## src/logic/capture_compare_pkg.sv

```systemverilog
// constants, register map and carriers shared by the capture/compare channel
package capture_compare_pkg;

  // bus geometry
  localparam int ADDR_W  = 8;
  localparam int DATA_W  = 32;
  localparam int TIMER_W = 16;

  // register byte offsets
  localparam logic [ADDR_W-1:0] CTRL_OFS    = 8'h00;
  localparam logic [ADDR_W-1:0] TIMER_OFS   = 8'h04;
  localparam logic [ADDR_W-1:0] CMP_OFS     = 8'h08;
  localparam logic [ADDR_W-1:0] CAPT_OFS    = 8'h0C;
  localparam logic [ADDR_W-1:0] STATUS_OFS  = 8'h10;
  localparam logic [ADDR_W-1:0] MASK_OFS    = 8'h14;
  localparam logic [ADDR_W-1:0] FILL_OFS    = 8'h18;

  // field positions inside the fill register
  localparam int FILL_BUF_BIT  = 0;
  localparam int FILL_TIME_BIT = 1;

  // channel_control_reg layout, bit 0 is the overwrite control
  typedef struct packed {
    logic clr_on_capt;  // bit 7: a capture resets the timer
    logic count_down;   // bit 6
    logic run;          // bit 5
    logic cmp_en;       // bit 4
    logic edge_fall;    // bit 3
    logic edge_rise;    // bit 2
    logic capt_en;      // bit 1
    logic overwrite;    // bit 0
  } ctrl_s;

  localparam int CTRL_W = $bits(ctrl_s);

  // sticky event status and mask layout
  typedef struct packed {
    logic compare;      // bit 2
    logic overrun;      // bit 1: overrun_flag
    logic capture;      // bit 0: channel interrupt pending
  } status_s;

  localparam int STATUS_W = $bits(status_s);

  // reset values
  localparam logic [CTRL_W-1:0]   CTRL_RESET   = 8'h00;
  localparam logic [STATUS_W-1:0] STATUS_RESET = 3'h0;
  localparam logic [STATUS_W-1:0] MASK_RESET   = 3'h0;
  localparam logic [TIMER_W-1:0]  TIMER_RESET  = 16'h0000;
  localparam logic [TIMER_W-1:0]  CMP_RESET    = 16'h0000;
  localparam logic [TIMER_W-1:0]  CAPT_RESET   = 16'h0000;

endpackage : capture_compare_pkg

```

## src/logic/event_edge_detect.sv

```systemverilog
// synchroniser and edge qualifier for the external event input
module event_edge_detect (
  input  wire logic pclk,
  input  wire logic presetn,
  input  wire logic event_pin,
  input  wire logic rise_en,
  input  wire logic fall_en,
  output logic      edge_valid
);

  logic sync1_q;
  logic sync2_q;
  logic prev_q;

  // two-flop synchroniser; sync1_q feeds nothing but sync2_q
  always_ff @(posedge pclk or negedge presetn) begin
    if (!presetn) begin
      sync1_q <= 1'b0;
      sync2_q <= 1'b0;
    end else begin
      sync1_q <= event_pin;
      sync2_q <= sync1_q;
    end
  end

  // history of the settled level and a registered edge pulse
  always_ff @(posedge pclk or negedge presetn) begin
    if (!presetn) begin
      prev_q     <= 1'b0;
      edge_valid <= 1'b0;
    end else begin
      prev_q     <= sync2_q;
      edge_valid <= (rise_en & sync2_q & ~prev_q) | (fall_en & ~sync2_q & prev_q);
    end
  end

endmodule : event_edge_detect

```

## src/logic/event_capture_compare_channel.sv

```systemverilog
// one capture/compare channel of the event processing array, APB slave
module event_capture_compare_channel #(
  parameter int TW = capture_compare_pkg::TIMER_W
) (
  input  wire logic                                 pclk,
  input  wire logic                                 presetn,
  input  wire logic                                 psel,
  input  wire logic                                 penable,
  input  wire logic                                 pwrite,
  input  wire logic [capture_compare_pkg::ADDR_W-1:0] paddr,
  input  wire logic [capture_compare_pkg::DATA_W-1:0] pwdata,
  output logic      [capture_compare_pkg::DATA_W-1:0] prdata,
  output logic                                      pready,
  output logic                                      pslverr,
  input  wire logic                                 event_in,
  output logic      [TW-1:0]                        timer_value,
  output logic                                      compare_match,
  output logic                                      irq
);
  import capture_compare_pkg::*;

  // ---------------------------------------------------------------
  // state
  // ---------------------------------------------------------------
  ctrl_s                ctrl_q;
  status_s              status_q;
  status_s              mask_q;
  logic [TW-1:0]        timer_q;
  logic [TW-1:0]        timer_d;
  logic [TW-1:0]        cmp_q;
  logic [TW-1:0]        capt_q;
  logic [TW-1:0]        capt_d;
  logic [TW-1:0]        buf_q;
  logic [TW-1:0]        buf_d;
  logic                 capt_full_q;
  logic                 capt_full_d;
  logic                 buf_full_q;
  logic                 buf_full_d;
  logic                 match_q;

  // bus decode
  logic                 setup_rd;
  logic                 access;
  logic                 wr;
  logic                 rd;
  logic                 addr_hit;
  logic                 wr_ctrl;
  logic                 wr_timer;
  logic                 wr_cmp;
  logic                 wr_status;
  logic                 wr_mask;
  logic                 rd_capt;

  // capture pipeline
  logic                 edge_valid;
  logic                 capt_edge;
  logic                 time_left;
  logic                 move_buf;
  logic                 full_after_move;
  logic                 buf_after_move;
  logic                 edge_to_buf;
  logic                 move_edge;
  logic                 collide;
  logic                 set_capture;
  logic                 set_overrun;

  // timer
  logic                 step;
  logic [TW-1:0]        step_val;
  logic                 tmr_clear;
  logic                 set_compare;

  // ---------------------------------------------------------------
  // external event input: synchronised and edge-qualified
  // ---------------------------------------------------------------
  event_edge_detect u_edge (
    .pclk       (pclk),
    .presetn    (presetn),
    .event_pin  (event_in),
    .rise_en    (ctrl_q.edge_rise),
    .fall_en    (ctrl_q.edge_fall),
    .edge_valid (edge_valid)
  );

  assign capt_edge = edge_valid & ctrl_q.capt_en;

  // ---------------------------------------------------------------
  // APB decode; zero wait states, reads staged in the setup cycle
  // ---------------------------------------------------------------
  assign access   = psel & penable;
  assign setup_rd = psel & ~penable & ~pwrite;
  assign wr       = access & pwrite;
  assign rd       = access & ~pwrite;

  always_comb begin
    unique case (paddr)
      CTRL_OFS, TIMER_OFS, CMP_OFS, CAPT_OFS,
      STATUS_OFS, MASK_OFS, FILL_OFS: addr_hit = 1'b1;
      default:                        addr_hit = 1'b0;
    endcase
  end

  assign pready    = 1'b1;
  assign pslverr   = access & ~addr_hit;  // unmapped: error, no effect
  assign wr_ctrl   = wr & (paddr == CTRL_OFS);
  assign wr_timer  = wr & (paddr == TIMER_OFS);
  assign wr_cmp    = wr & (paddr == CMP_OFS);
  assign wr_status = wr & (paddr == STATUS_OFS);
  assign wr_mask   = wr & (paddr == MASK_OFS);
  assign rd_capt   = rd & (paddr == CAPT_OFS);

  // read data captured in setup; a read pulls the capture register only at
  // the access edge, so the value returned is the one before the pull
  always_ff @(posedge pclk or negedge presetn) begin
    if (!presetn) begin
      prdata <= '0;
    end else if (setup_rd) begin
      unique case (paddr)
        CTRL_OFS:   prdata <= DATA_W'(ctrl_q);
        TIMER_OFS:  prdata <= DATA_W'(timer_q);
        CMP_OFS:    prdata <= DATA_W'(cmp_q);
        CAPT_OFS:   prdata <= DATA_W'(capt_q);
        STATUS_OFS: prdata <= DATA_W'(status_q);
        MASK_OFS:   prdata <= DATA_W'(mask_q);
        FILL_OFS: begin
          prdata                <= '0;
          prdata[FILL_BUF_BIT]  <= buf_full_q;
          prdata[FILL_TIME_BIT] <= capt_full_q;
        end
        default:    prdata <= '0;
      endcase
    end
  end

  // ---------------------------------------------------------------
  // control, compare and mask registers
  // ---------------------------------------------------------------
  always_ff @(posedge pclk or negedge presetn) begin
    if (!presetn) begin
      ctrl_q <= CTRL_RESET;
      cmp_q  <= CMP_RESET;
      mask_q <= MASK_RESET;
    end else begin
      if (wr_ctrl) ctrl_q <= ctrl_s'(pwdata[CTRL_W-1:0]);
      if (wr_cmp)  cmp_q  <= pwdata[TW-1:0];
      if (wr_mask) mask_q <= status_s'(pwdata[STATUS_W-1:0]);
    end
  end

  // ---------------------------------------------------------------
  // capture path: read, buffer move, new edge, immediate move
  // ---------------------------------------------------------------
  always_comb begin
    // a read consumes the register contents
    time_left       = capt_full_q & ~rd_capt;
    move_buf        = buf_full_q & ~time_left;
    full_after_move = time_left | move_buf;
    buf_after_move  = buf_full_q & ~move_buf;
    // an edge finds the buffer free, or collides with held data
    edge_to_buf     = capt_edge & (~buf_after_move | ctrl_q.overwrite);
    set_overrun     = capt_edge & buf_after_move & full_after_move;
    // with the register empty the fresh value goes straight through
    move_edge       = edge_to_buf & ~full_after_move;
    // defect kept for compatibility: a pull that coincides with an
    // overwriting edge on full stages leaves both full, nothing pending
    collide         = rd_capt & buf_full_q & capt_full_q
                      & capt_edge & ctrl_q.overwrite;
    set_capture     = (move_buf & ~collide) | move_edge;

    capt_d      = capt_q;
    capt_full_d = full_after_move;
    buf_d       = buf_q;
    buf_full_d  = buf_after_move;
    if (move_buf) begin
      capt_d = buf_q;
    end
    if (move_edge) begin
      capt_d      = timer_q;
      capt_full_d = 1'b1;
    end else if (edge_to_buf) begin
      buf_d      = timer_q;
      buf_full_d = 1'b1;
    end
  end

  always_ff @(posedge pclk or negedge presetn) begin
    if (!presetn) begin
      capt_q      <= CAPT_RESET;
      buf_q       <= CAPT_RESET;
      capt_full_q <= 1'b0;
      buf_full_q  <= 1'b0;
    end else begin
      capt_q      <= capt_d;
      buf_q       <= buf_d;
      capt_full_q <= capt_full_d;
      buf_full_q  <= buf_full_d;
    end
  end

  // ---------------------------------------------------------------
  // timer and compare
  // ---------------------------------------------------------------
  // software writes race a channel reset; the reset is given priority
  // here, though software must not rely on it
  assign tmr_clear = capt_edge & ctrl_q.clr_on_capt;
  assign step      = ctrl_q.run & ~tmr_clear & ~wr_timer;
  assign step_val  = ctrl_q.count_down ? timer_q - TW'(1) : timer_q + TW'(1);

  always_comb begin
    timer_d = timer_q;
    if (tmr_clear) begin
      timer_d = TIMER_RESET;
    end else if (wr_timer) begin
      timer_d = pwdata[TW-1:0];
    end else if (step) begin
      timer_d = step_val;
    end
  end

  // loads and resets land on the value without a match; only a count
  // step onto the compare value fires
  assign set_compare = ctrl_q.cmp_en & step & (step_val == cmp_q);

  always_ff @(posedge pclk or negedge presetn) begin
    if (!presetn) begin
      timer_q <= TIMER_RESET;
      match_q <= 1'b0;
    end else begin
      timer_q <= timer_d;
      match_q <= set_compare;
    end
  end

  assign timer_value   = timer_q;
  assign compare_match = match_q;

  // ---------------------------------------------------------------
  // sticky status, write one to clear; a set in the same cycle wins
  // ---------------------------------------------------------------
  always_ff @(posedge pclk or negedge presetn) begin
    if (!presetn) begin
      status_q <= STATUS_RESET;
    end else begin
      if (wr_status) begin
        status_q <= status_q & ~status_s'(pwdata[STATUS_W-1:0]);
      end
      if (set_capture) status_q.capture <= 1'b1;
      if (set_overrun) status_q.overrun <= 1'b1;
      if (set_compare) status_q.compare <= 1'b1;
    end
  end

  // level interrupt; software should re-read status before returning,
  // since a pull during service can set capture again
  assign irq = |(status_q & mask_q);

endmodule : event_capture_compare_channel

```

## config.mk

```make
export PLATFORM = sky130hd
export DESIGN_NAME = event_capture_compare_channel
export DESIGN_NICKNAME = d
export VERILOG_FILES = /design/src/logic/capture_compare_pkg.sv /design/src/logic/event_edge_detect.sv /design/src/logic/event_capture_compare_channel.sv
export SDC_FILE = /design/constraint.sdc
export NUM_CORES = 1
export LEC_CHECK = 0
export BUFFER_PORTS_ARGS = -buffer_cell sky130_fd_sc_hd__buf_4
export CAP_MARGIN = 20
export CORE_MARGIN = 2
export CORE_UTILIZATION = 45
export CTS_BUF_LIST = sky130_fd_sc_hd__clkbuf_8 sky130_fd_sc_hd__clkbuf_16
export DETAILED_ROUTE_END_ITERATION = 7
export PLACE_DENSITY_LB_ADDON = 0.15
export SYNTH_ARGS = -nofsm -noshare
export SYNTH_HDL_FRONTEND = slang
export SYNTH_HIERARCHICAL = 1
export SYNTH_SLANG_ARGS = --single-unit
```

## constraint.sdc

```tcl
create_clock -name pclk -period 4.05 [get_ports pclk]
set_input_delay 0.405 -clock pclk [delete_from_list [all_inputs] [get_ports pclk]]
set_output_delay 0.405 -clock pclk [all_outputs]
set_load 0.02 [all_outputs]
```

==> impl_metrics.env <==
export IMPL_status="completed"
export IMPL_grt_pass1_vias=4361
export IMPL_power_combinational_fraction_pct=15.3
export IMPL_die_area_mm2=0.01354
export IMPL_overflow=0
export IMPL_swShare_pct=28.22
export IMPL_period_share_pct=80.62
export IMPL_cts_htree_levels=3
export IMPL_worstMarginPinSlew_ns=1.010
export IMPL_final_cells=781
export IMPL_grt_use_total_pct=23.72
export IMPL_routed_wl_um=15200
export IMPL_fmaxAchievable_mhz=306.3
export IMPL_dpl_cell_count=763
export IMPL_max_cap_violations=0
export IMPL_portBuffers=64
export IMPL_cp_arrival_ns=3.55
export IMPL_grt_max_degree=80
export IMPL_clock_sinks=101
export IMPL_async_flop_share_pct=100.0
export IMPL_final_common_cell="dfrtp_1"
export IMPL_p_leak_nw=3.066
export IMPL_rsz0062_at_grt="false"
export IMPL_fin_nets=665
export IMPL_cts_hold_buffers=0
export IMPL_worstPathRequired_ns=4.34
export IMPL_via_per_inst=5.787
export IMPL_drv_slew=0
export IMPL_synth_cell_types=68
export IMPL_peakVddDrop_v=0.0001960
export IMPL_post_cts_buffers=0
export IMPL_finalHoldViolCount=0
export IMPL_rows=41
export IMPL_dr_first_iter_drc_count=395
export IMPL_hold_path_class="primary input to register"
export IMPL_dp_hpwl_um=10910
export IMPL_slew_headroom_pct=32.52
export IMPL_min_period_ns=3.265
export IMPL_initial_core_util_pct=45.57
export IMPL_multiInputGateArea_mm2=0.002929
export IMPL_r2r_start="ctrl_q[6]"
export IMPL_rrSetupSlack_ns=0.78
export IMPL_ant_nets=0
export IMPL_synth_avg_cell_area_um2=10.35
export IMPL_diodes=0
export IMPL_flow_area_growth_from_synthesis_pct=16.12
export IMPL_p_per_area_mw_per_mm2=361.8
export IMPL_r2r_cells=10
export IMPL_wl_per_cell_um=19.46
export IMPL_antenna_found_initial=0
export IMPL_clock_skew_ns=0.008494
export IMPL_critPathCaptureType="register"
export IMPL_hp_start="event_in"
export IMPL_synth_warning_count=6
export IMPL_mostFrequentLayoutCells="101 x dfrtp_1, 74 x buf_4, 58 x nand2_1"
export IMPL_seqPwrFrac_pct=46.4
export IMPL_clk_latency_ns=0.35
export IMPL_synth_flop_cell="dfrtp_1"
export IMPL_drive_gt1_share_pct=23.81
export IMPL_area_sequential_mm2=0.002527
export IMPL_ys_seq_area_share_pct=44.49
export IMPL_root_buffer="clkbuf_16"
export IMPL_syn_area_mm2=0.005680
export IMPL_cts_tree="yes"
export IMPL_numCtsBuffers=9
export IMPL_core_area_mm2=0.01247
export IMPL_die_h_um=116.4
export IMPL_p_clk_share_pct=38.3
export IMPL_cp_start_kind="register"
export IMPL_firstDrtPassIters=5
export IMPL_intPower_mw=1.713
export IMPL_cts_resized=0
export IMPL_p_switching_mw=0.6734
export IMPL_synth_edf_count=0
export IMPL_critPathKind="register to register"
export IMPL_cts_buffer_depth=2
export IMPL_drc=0
export IMPL_io_pins=98
export IMPL_ys_ff_latch=101
export IMPL_holdPathStages=1
export IMPL_nFillCells=1132
export IMPL_cp_max_fo=10
export IMPL_num_vias=4520
export IMPL_min_to="u_edge/sync1_q"
export IMPL_final_setup_tns_ns=0
export IMPL_die_width_um=116.4
export IMPL_cts_clk_slew_worst_paths_ns=0.07
export IMPL_place_gp_congestion=0.9685
export IMPL_syn_inst=549
export IMPL_grt_pass1_wl_um=24290
export IMPL_timing_rr_end="compare_match"
export IMPL_setup_viol=0
## worst max path at each step
stage	depth (start not counted)	slack (ns)	end	from
floorplan	10	1.21	compare_match	ctrl_q[6]
global placement	10	0.93	compare_match	ctrl_q[6]
detailed placement	9	0.87	status_q[2]	timer_value[0]
CTS	9	0.87	status_q[2]	timer_value[0]
global route	10	0.60	compare_match	ctrl_q[6]
finish	10	0.78	compare_match	ctrl_q[6]
## Yosys cell counts (7+ instances only)
library cell  number  area, um^2
a211oi_1          12       90.09
ha_1              14       175.2
dfrtp_1          101        2527
nand4_1            7       43.79
mux2i_1           12       120.1
mux2_2            35       394.1
clkbuf_1          21       78.83
o21ai_0           14       70.07
nor3_1            15       75.07
nand2_1           58       217.7
a21o_1             7       52.55
xor2_1            12       105.1
xnor2_1           16       140.1
buf_4             18       135.1
a222oi_1          10       100.1
a31oi_1           10       62.56
a21oi_1           30       150.1
nor2_1            37       138.9
a22oi_1           27       202.7
## stage by stage
stage                     utilization, %  cell area [um^2]  power, mW  hold WS (ns)  setup WS [ns]
after global placement             50.14              6250      1.481        0.3337         0.9274
after detailed placement           50.14              6250      1.488        0.3364         0.8748
after floorplan                        -              5737      1.339        0.1094          1.209
after CTS                          52.61              6559      2.389        0.1548         0.8702
after global routing               52.92              6596      2.475        0.1520         0.6035
final                              52.92              6596      2.386        0.1610         0.7848
## sequential cells by signal, indices dropped and copies added, names as in the netlist, 3 cells and up
name,cells
ctrl_q,8
timer_value,16
status_q,3
mask_q,3
buf_q,16
cmp_q,16
prdata,16
capt_q,16
## per-layer routing
| layer | GRT usage, % | wire, um |
|---|---|---|
| met5 | 0 | 0 |
| met4 | 6.032 | 197 |
| met3 | 3.944 | 1064 |
| met2 | 34.96 | 6922 |
| met1 | 36.35 | 7018 |
## critical path, stage by stage (launching register included)
cell	delay, ns
dfrtp_1	0.49
buf_4	0.24
ha_1	0.42
a21o_1	0.22
a21o_1	0.17
a2111oi_0	0.57
o41ai_1	0.17
a311oi_1	0.32
nand4_1	0.15
and4b_1	0.29
and3_1	0.15
## power groups by stage
stage | Sequential (mW) | Clock (mW) | Combinational [mW]
5_1_grt | 1.11 | 0.959 | 0.403
3_3_place_gp | 1.12 | 0 | 0.356
3_5_place_dp | 1.13 | 0 | 0.361
2_1_floorplan | 1.15 | 0 | 0.187
6_report | 1.11 | 0.914 | 0.366
4_1_cts | 1.11 | 0.918 | 0.364
## logic make-up after synthesis
logic type / Yosys count / share of synthesized area (%)
compound gates: 137 / 17.29
xor+xnor: 30 / 5.110
fa+ha+maj: 16 / 3.612
buf+inv: 53 / 5.022
flops: 101 / 44.49
mux: 53 / 10.64
other cells: 2 / 0.1322
simple gates: 157 / 13.70
## layout make-up
cell class | instances | share of cell area (%)
flip-flops and latches | 101 | 38.32
clock buffers | 10 | 3.623
repair buffers | 76 | 8.991
clock inverters | 6 | 1.062
multi-input cells | 410 | 44.40
inverters | 6 | 0.3414
well taps | 172 | 3.263
Note: power is estimated with default switching activity, not from simulation.
